$ cat config.mk
export PLATFORM = sky130hd
export DESIGN_NAME = bsc_top
export DESIGN_NICKNAME = d
export VERILOG_FILES = /design/src/bsc_pkg.sv /design/src/bsc_top.sv /design/src/bsc_decode.sv
export VERILOG_INCLUDE_DIRS = /design/src
export SDC_FILE = /design/constraint.sdc
export NUM_CORES = 1
export LEC_CHECK = 0
export BUFFER_PORTS_ARGS = -buffer_cell sky130_fd_sc_hd__buf_4
export CAP_MARGIN = 25
export CORE_ASPECT_RATIO = 0.9
export CORE_UTILIZATION = 35
export CTS_BUF_LIST = sky130_fd_sc_hd__clkbuf_8
export CTS_CLUSTER_SIZE = 28
export DETAILED_ROUTE_END_ITERATION = 12
export PLACE_DENSITY_LB_ADDON = 0.05
export SYNTH_ARGS = -nofsm -noshare
export SYNTH_HDL_FRONTEND = slang
export SYNTH_SLANG_ARGS = --single-unit
$ cat constraint.sdc
create_clock -name CLK -period 1.5 [get_ports CLK]
set_clock_uncertainty 0.2 [all_clocks]
set_input_delay 0.225 -clock CLK [delete_from_list [all_inputs] [get_ports CLK]]
set_output_delay 0.225 -clock CLK [all_outputs]
set_load 0.01 [all_outputs]
$ cat src/bsc_map.svh
// register map, field positions, reset values and strap codes
`ifndef BSC_MAP_SVH
`define BSC_MAP_SVH
`define BSC_MODE_OFFSET      12'h0620
`define BSC_ADDR_W           12
`define BSC_BIT_GFX          0
`define BSC_BIT_OLR_SINGLE   1
`define BSC_BIT_OLR_DUAL     2
`define BSC_BIT_FULL_REQ     3
`define BSC_BIT_BOOT         4
`define BSC_BIT_DHL_N        5
`define BSC_BIT_PAD_VDDQ     6
`define BSC_BIT_SPEED_SENSE  7
`define BSC_BIT_FORCE_LOW    8
`define BSC_BIT_OPSEL_LO     9
`define BSC_BIT_OPSEL_HI     10
`define BSC_BIT_NARROW       11
`define BSC_OPSEL_RESET      2'h0
`define BSC_CODE_GFX_LO      4'h8
`define BSC_CODE_GFX_HI      4'h9
`define BSC_CODE_PCI6_A      4'hE
`define BSC_CODE_PCI6_BOOT   4'hC
`define BSC_CODE_BOOT_X      4'hD
`define BSC_CODE_UNUSED      4'hA
`define BSC_CODE_SINGLE_A    4'hF
`define BSC_CODE_DUAL_A      4'hB
`endif

$ cat src/bsc_pkg.sv
// types for the strap configuration block
package bsc_pkg;
    typedef enum logic [1:0] {
        BSC_OP_PCI     = 2'h0,
        BSC_OP_X100    = 2'h1,
        BSC_OP_X66     = 2'h2,
        BSC_OP_X133    = 2'h3
    } bsc_opsel_t;

    typedef struct packed {
        logic gfx_bus;
        logic olr_single;
        logic olr_dual;
        logic full_req;
        logic boot_from_bus;
        logic double_host_link_n;
        logic pad_vddq;
        logic reserved_code;
    } bsc_cfg_t;

    typedef struct packed {
        logic        wr;
        logic        rd;
        logic [11:0] addr;
        logic [63:0] wdata;
        logic [7:0]  be;
    } bsc_req_t;
endpackage

$ cat src/bsc_top.sv
// bus mode register fed by power-up straps
`timescale 1ns/100ps
`include "bsc_map.svh"
module bsc_top #(
    parameter int ADDR_W  = `BSC_ADDR_W,
    parameter int DATA_W  = 64,
    parameter int STRAP_W = 4
) (
    input  wire logic              CLK,
    input  wire logic              RST_N,
    input  wire logic              POWER_UP_RESET_N,
    input  wire logic [3:0]        STRAP,
    input  wire logic              HARD_RESET,
    input  wire logic              FW_BUS_RESET_RELEASE,
    input  wire logic              BUS_SPEED_SENSE_IN,
    input  wire logic              ARB_SIXTH_ENABLE_REQ,
    input  wire bsc_pkg::bsc_req_t REQ,
    output logic [63:0]            RDATA,
    output logic                   RVALID,
    output logic                   BUS_SPEED_O,
    output logic                   BUS_SPEED_OE,
    output logic                   BUS_RESET_N,
    output logic                   ARB_SIXTH_ENABLE,
    output logic                   NARROW_INITIATOR,
    output logic                   PAD_HIGH_VOLT,
    output logic                   GFX_BUS,
    output bsc_pkg::bsc_opsel_t    BUS_OPERATING_SELECT
);
    import bsc_pkg::*;

    // the register map, the request struct and the strap table are fixed
    // in size; any other value would leave the decoder or bus mismatched
    if (ADDR_W != `BSC_ADDR_W || DATA_W != 64 || STRAP_W != 4) begin : g_bad
        $error("unsupported parameter values");
    end

    logic [3:0] strap_q;
    logic       pur_n_q;
    logic       force_low_q;
    logic       narrow_q;
    bsc_opsel_t opsel_q;
    logic       reset_held_q;
    bsc_cfg_t   cfg;
    logic [63:0] mode_word;
    logic       hit;

    bsc_decode u_dec (
        .code (strap_q),
        .cfg  (cfg)
    );

    // capture straps on the rising edge of power-up reset; kept through
    // a hard reset, but a later RST_N assertion clears the captured code to zero
    always_ff @(posedge CLK or negedge RST_N) begin
        if (!RST_N) begin
            pur_n_q <= 1'b0;
            strap_q <= 4'h0;
        end else begin
            pur_n_q <= POWER_UP_RESET_N;
            if (POWER_UP_RESET_N && !pur_n_q) begin
                strap_q <= STRAP;
            end
        end
    end

    function automatic logic wr_byte(input bsc_req_t r, input int b);
        return r.wr && r.addr == `BSC_MODE_OFFSET && r.be[b];
    endfunction

    assign hit = (REQ.addr == `BSC_MODE_OFFSET);

    // writable controls; only bits 8..11 are writable, strap bits ignore
    always_ff @(posedge CLK or negedge RST_N) begin
        if (!RST_N) begin
            force_low_q <= 1'b0;
            narrow_q    <= 1'b0;
            opsel_q     <= BSC_OP_PCI;
        end else if (wr_byte(REQ, 1)) begin
            force_low_q <= REQ.wdata[`BSC_BIT_FORCE_LOW];
            opsel_q     <= bsc_opsel_t'(REQ.wdata[`BSC_BIT_OPSEL_HI:
                                                  `BSC_BIT_OPSEL_LO]);
            narrow_q    <= REQ.wdata[`BSC_BIT_NARROW];
        end
    end

    // read view of the bus mode register
    always_comb begin
        mode_word = '0;
        mode_word[`BSC_BIT_GFX]         = cfg.gfx_bus;
        mode_word[`BSC_BIT_OLR_SINGLE]  = cfg.olr_single;
        mode_word[`BSC_BIT_OLR_DUAL]    = cfg.olr_dual;
        mode_word[`BSC_BIT_FULL_REQ]    = cfg.full_req;
        mode_word[`BSC_BIT_BOOT]        = cfg.boot_from_bus;
        mode_word[`BSC_BIT_DHL_N]       = cfg.double_host_link_n;
        mode_word[`BSC_BIT_PAD_VDDQ]    = cfg.pad_vddq;
        mode_word[`BSC_BIT_SPEED_SENSE] = BUS_SPEED_SENSE_IN &&
                                          !cfg.full_req;
        mode_word[`BSC_BIT_FORCE_LOW]   = force_low_q;
        mode_word[`BSC_BIT_OPSEL_HI:`BSC_BIT_OPSEL_LO] = opsel_q;
        mode_word[`BSC_BIT_NARROW]      = narrow_q;
    end

    // read answer one cycle after the request; unmapped offsets read zero
    always_ff @(posedge CLK or negedge RST_N) begin
        if (!RST_N) begin
            RDATA  <= 64'h0000_0000_0000_0000;
            RVALID <= 1'b0;
        end else begin
            RVALID <= REQ.rd;
            RDATA  <= (REQ.rd && hit) ? mode_word : 64'h0000_0000_0000_0000;
        end
    end

    // bus reset: held until a hard reset ends on boot straps, or firmware
    always_ff @(posedge CLK or negedge RST_N) begin
        if (!RST_N) begin
            reset_held_q <= 1'b1;
        end else if (HARD_RESET) begin
            reset_held_q <= 1'b1;
        end else if (reset_held_q && cfg.boot_from_bus && pur_n_q) begin
            reset_held_q <= 1'b0;
        end else if (FW_BUS_RESET_RELEASE) begin
            reset_held_q <= 1'b0;
        end
    end

    // speed pin: only ever pulled low, never driven high; with six
    // requesters the pin is left alone whatever software has written
    always_ff @(posedge CLK or negedge RST_N) begin
        if (!RST_N) begin
            BUS_SPEED_O  <= 1'b0;
            BUS_SPEED_OE <= 1'b0;
        end else begin
            BUS_SPEED_O  <= 1'b0;
            BUS_SPEED_OE <= force_low_q && !cfg.full_req;
        end
    end

    // bus reset pin; one register behind the held flag, so a hard reset
    // shows on the pin two edges after it is seen
    always_ff @(posedge CLK or negedge RST_N) begin
        if (!RST_N) begin
            BUS_RESET_N <= 1'b0;
        end else begin
            BUS_RESET_N <= !reset_held_q;
        end
    end

    // sixth arbitration slot; the software request alone cannot open it
    always_ff @(posedge CLK or negedge RST_N) begin
        if (!RST_N) begin
            ARB_SIXTH_ENABLE <= 1'b0;
        end else begin
            ARB_SIXTH_ENABLE <= ARB_SIXTH_ENABLE_REQ && cfg.full_req;
        end
    end

    // initiator width restriction
    always_ff @(posedge CLK or negedge RST_N) begin
        if (!RST_N) begin
            NARROW_INITIATOR <= 1'b0;
        end else begin
            NARROW_INITIATOR <= narrow_q;
        end
    end

    // pad steering; resets to the higher voltage, the safe choice
    // before straps are known since the lower one could overstress nothing
    always_ff @(posedge CLK or negedge RST_N) begin
        if (!RST_N) begin
            PAD_HIGH_VOLT <= 1'b1;
        end else begin
            PAD_HIGH_VOLT <= cfg.pad_vddq;
        end
    end

    // graphics bus flag for the bus logic
    always_ff @(posedge CLK or negedge RST_N) begin
        if (!RST_N) begin
            GFX_BUS <= 1'b0;
        end else begin
            GFX_BUS <= cfg.gfx_bus;
        end
    end

    // operating field copy for the bus logic
    always_ff @(posedge CLK or negedge RST_N) begin
        if (!RST_N) begin
            BUS_OPERATING_SELECT <= BSC_OP_PCI;
        end else begin
            BUS_OPERATING_SELECT <= opsel_q;
        end
    end
endmodule

$ cat src/bsc_decode.sv
// strap code decoder
`timescale 1ns/100ps
`include "bsc_map.svh"
module bsc_decode (
    input  wire logic [3:0]       code,
    output bsc_pkg::bsc_cfg_t     cfg
);
    import bsc_pkg::*;
    // purely combinational table of the strap codes
    always_comb begin
        cfg = '0;
        cfg.pad_vddq           = 1'b1;
        cfg.double_host_link_n = 1'b1;
        if (code == `BSC_CODE_GFX_LO || code == `BSC_CODE_GFX_HI) begin
            cfg.gfx_bus            = 1'b1;
            cfg.pad_vddq           = code[0];
            cfg.double_host_link_n = 1'b0;
        end else if (!code[3]) begin
            cfg.olr_single         = code[1];
            cfg.olr_dual           = !code[1];
            cfg.double_host_link_n = code[2];
        end else begin
            // single link unless code 1011
            cfg.double_host_link_n = (code != `BSC_CODE_DUAL_A);
            cfg.full_req      = (code == `BSC_CODE_PCI6_A) ||
                                (code == `BSC_CODE_PCI6_BOOT);
            cfg.boot_from_bus = (code == `BSC_CODE_PCI6_BOOT) ||
                                (code == `BSC_CODE_BOOT_X);
            cfg.reserved_code = (code == `BSC_CODE_UNUSED);
        end
    end
endmodule

# Yosys cells after proc, flatten, opt, wreduce, memory -nomap -nowiden
# Index checks and enable logic that the tools add are counted.
# totals
ff_bits	31
latchBits	0
ram_bits	0
mem_bits_ro	0
n_memories	0
# op_classes
addsub	0
mul	0
n_div	0
n_lt_le_gt_ge	0
n_eq_ne	7
n_shift	0
n_mux	11
bitwise	0
reduce_logical	17
# op_table
op	n
== test 4 bit (second input constant)	5
== test 12 x 11 -> 1 bit (second input constant)	1
two-way mux 12 bit	1
logical AND 1 bit	9
two-way mux 1 bit	7
zero test 1 bit	4
two-way mux 2 bit	2
two-way mux 4 bit	1
inequality test 4 bit (second input constant)	1
logical OR 1 bit	3
nonzero test 3 bit	1

# Longest topological paths before layout
# logic_depth
word_depth	8
ltp_mapped	4

# Modules after synthesis
# A second synthesis with hierarchy kept.
# hier_totals
hier_cells	129
hier_area_um2	1550.2
# by_module_without_submodules
mod	instances	cells_per_inst	area_per_inst_um2	seq_area_each_um2
bsc_top	1	118	1476.4	778.2
bsc_decode	1	11	73.8	0.0

# Worst setup path after synthesis
# Ideal clock, no wire load.
# synth_path
path_kind	input -> register
startpoint	input REQ[73] (netlist name)
endpoint	register force_low_q
setup_time_ns	0.128
arrival_ns	1.003
required_time_ns	1.172
path_slack_ns	0.170
cell_stages	3
path_buffers	0
cell_sequence	nor4_4 > nand4_2 > mux2_1
# synth_via
elab_chain_len	3
# synth_lines
element	line_no	rtl
from (decl)	bsc_top.sv:17	input wire bsc_pkg::bsc_req_t REQ,
== test 12 x 11 -> 1 bit (no line)	--	
logical AND 1 bit (no line)	--	
logical AND 1 bit	bsc_top.sv:67	return r.wr && r.addr == `BSC_MODE_OFFSET && r.be[b];
to (signal assigned)	bsc_top.sv:79	force_low_q <= REQ.wdata[`BSC_BIT_FORCE_LOW];
to (decl)	bsc_top.sv:39	logic force_low_q;
# No other way between the ends.
# A chain may end at the register's enable or synchronous reset.

# Worst setup path in the final report
# layout_path
startpoint	register pur_n_q
endpoint	register strap_q[2]
# layout_via
elab_chain_len	2
# layout_lines
element	line_no	rtl
from (decl)	bsc_top.sv:38	logic pur_n_q;
from (signal assigned)	bsc_top.sv:56	pur_n_q <= 1'b0;
from (signal assigned)	bsc_top.sv:59	pur_n_q <= POWER_UP_RESET_N;
zero test 1 bit	bsc_top.sv:60	if (POWER_UP_RESET_N && !pur_n_q) begin
logical AND 1 bit	bsc_top.sv:60	
to (signal assigned)	bsc_top.sv:57	strap_q <= 4'h0;
to (signal assigned)	bsc_top.sv:61	strap_q <= STRAP;
to (decl)	bsc_top.sv:37	logic [3:0] strap_q;
# No other way between the ends.

==> summary.md <==
| Metric | Value |
|---|---|
| Total gr overflow | 0 |
| WS Path Type | flop to flop |
| CTS tree | done |
| Critical path peak fanout | 4 |
| WHS | 0.1903 ns |
| Largest family of logic cells by synthesized area | buffers and inverters |
| Syn. warnings | 0 |
| Top Family by Delay on Critical Path | multiplexers |
| Area taken by flip-flops and latches | 778.2 sq um |
| Post-route setup slack | 0.1068 ns |
| Critical Path Sink Type | flop |
| Mapped Cells | 131 |
| First-pass GRT wire length | 4222 um |
| Detailed-placement wirelength estimate | 1914 um |
| Die H | 64.58 um |
| Worst IR Drop VDD | 0.0003753 V |
| Placer Congestion | 0.6574 |
| Distinct cell type count after synthesis | 26 |
| Compound-Gate Fraction of Synth Area | 0.01150 |
| Cell leakage power | 1.098 nW |
| Status | finished clean |
| Largest net degree at the start of global routing | 32 |
| Vias in the first global route | 895 |
| Buf/Inv on CP | 0 |
| Unrepaired setup endpoints after global routing | false |
| Post-synth EDFFs | 0 |
| Async SR Flop Fraction | 1.000 |
| Simple-Gate Fraction of Synth Area | 0.1323 |
| Clk pin slew, worst setup/hold paths | 0.06 ns |
| Period utilization | 0.9288 |
| Dpl ws | -0.08140 ns |
| Maximum clock path buffer count | 2 |
| Final ANT Viol Nets | 0 |
| Starting Density | 0.3688 |
| Sequential element share of the synthesized area | 0.5111 |
| Worst skew pair latency | 0.27 ns |
| Mux share of post-synthesis cell area | 0.05916 |
| Core box area | 4129 sq um |
| Io pins | 171 |
| Adder-Cell Fraction of Synth Area | 0 |
| Area of the multi-input gates | 508.0 sq um |
| Design area | 2027 sq um |
| Cell Pwr Density | 894.7 nW/um^2 |
| Ant. Diodes | 0 |
| Router iterations before antenna repair | 3 |
| Proportion of layout cells with a drive suffix above 1 | 0.3623 |
| Vias | 971 |
| Number of gates resized after cts | 0 |
| F_max | 717.8 MHz |
| Layout fillers | 401 |
| Die footprint | 4619 sq um |
| Row cnt | 22 |
| CTS Buf Count | 5 |
| Max Cap Viol | 0 |
| Worst path cell trace | nor2b_1, mux2_2 |
| Initial DRC count | 27 |
| Fin. Hold Viols | 0 |
| Synth Area in XOR/XNOR | 0 |
| Final Util | 0.4909 |
| Fin. max-slew vios | 0 |
| Critical path required time | 1.46 ns |
| Startpoint types | flop |
| Routed WL | 2582 um |
| Final #Nets | 303 |
| WP data arrival | 1.35 ns |
| Average wire per standard cell | 10.13 um |
| Synthesized area per cell | 11.62 sq um |
| Residual DRC | 0 |
| Vias/cell | 3.808 |
| Gr usage total | 0.1270 |
| Max incr delay on CP | 0.38 ns |
| Post-synth top flop | dfrtp_1 |
| CTS Root Cell | clkbuf_8 |
| IO Port Bufs | 50 |
| Seq cells post-synth | 31 |
| Area of the mapped netlist | 1523 sq um |
| Antenna violations before repair | 0 |
| Sink Count | 31 |
| Finish-stage setup viols | 0 |
| H-tree Lvls | 2 |
| Syn-to-layout area delta | 33.11% |
| Die X | 71.53 um |
| CP max-delay cell | mux2_2 |
| Hold WC Path Type | input pin to flop |
| Cell Area, Placed | 1785 sq um |
| Period minus WS final | 1.393 ns |
==> registers in the layout, summed over array words and instances, names as in the netlist, 2 cells and up <==
name,cells
strap_q,4
RDATA,12
BUS_OPERATING_SELECT,2
opsel_q,2
==> per-stage QoR <==
step	power (mW)	std cells	TNS (ns)
after global placement	1.149	232	-0.2062
after global routing	1.917	255	0
after floorplan	1.125	183	0
after detailed placement	1.153	232	-0.2800
after CTS	1.844	255	0
final	1.814	255	0
==> what timing repair did <==
action	in CTS	in global routing
buffers inserted	0	0
endpoints found under the hold margin	44	0
hold buffers	15	0
==> layout by cell type (no fill, tap or decap), drive strengths merged <==
master       Yosys  final
nand4            2      2
nand3b           2      2
nand2            1      1
o31ai            1      1
nor2             9      9
and2             1      1
dfstp            2      2
and3             1      1
nor3             1      1
nor4b            2      2
clkinv           0      1
and4bb           1      1
conb             1     53
clkbuf           0      6
nor2b            2      2
dlygate4sd3      0     15
inv              7      8
and2b            1      1
buf             54     55
mux2             8      8
dfrtp           29     29
nor4             1      1
nor3b            2      2
a21oi            2      2
nand2b           1      1
==> cells by family (layout without fill, tap and decap cells) <==
logic type / after synthesis / after routing
AND/OR/NAND/NOR: 27 / 27
buffers and inverters: 61 / 85
flip-flops: 31 / 31
other: 1 / 53
multiplexers: 8 / 8
AO/OA/AOI/OAI: 3 / 3
==> synth_stat cells, drive strengths merged (2+ instances only) <==
library cell	instances	share of area
mux2	8	0.059
a21oi	2	0.0066
nand3b	2	0.0099
buf	54	0.27
nor3b	2	0.013
inv	7	0.017
nor2	9	0.022
dfstp	2	0.035
nand4	2	0.012
dfrtp	29	0.48
nor4b	2	0.021
nor2b	2	0.0082
==> area by class of cell <==
cell class,count,area share
Tap cell,48,0.02963
Inverter,7,0.01296
Clock inverter,2,0.004321
Clock buffer,6,0.04074
Multi-Input combinational cell,91,0.2506
Timing Repair Buffer,70,0.2778
Sequential cell,31,0.3840
==> report_power, final <==
group,internal [mW],switching [mW]
Clock,0.362,0.285
Combinational,0.136,0.146
Sequential,0.869,0.0146
==> routing by layer <==
metal	track usage	wire length [um]	up-vias
met5	0	0	-
met2	0.2119	1257	73
met4	0.07353	48	0
li1	-	-	457
met1	0.1383	996	437
met3	0.04821	280	4
==> path summary, 6_finish.rpt <==
path	to	slack, ns	from	cells after the start
setup / recovery	strap_q[2]$_DFFE_PN0P_	0.11	pur_n_q$_DFF_PN0_	2
hold / removal	RDATA[1]$_DFF_PN0_	0.19	REQ[74]	5
setup reg to reg	strap_q[2]$_DFFE_PN0P_	0.11	pur_n_q$_DFF_PN0_	2
hold reg to reg	NARROW_INITIATOR$_DFF_PN0_	0.20	narrow_q$_DFFE_PN0P_	0
max in group asynchronous	reset_held_q$_DFFE_PN1P_	0.57	RST_N	2
min in group asynchronous	ARB_SIXTH_ENABLE$_DFF_PN0_	0.21	RST_N	2
==> worst min-delay path, stage by stage <==
cell	delay, ns
buf_4	0.09
nor4_4	0.03
nand4_1	0.08
buf_4	0.14
nor3b_2	0.05
No activity file was read; power rests on OpenSTA's default activity.
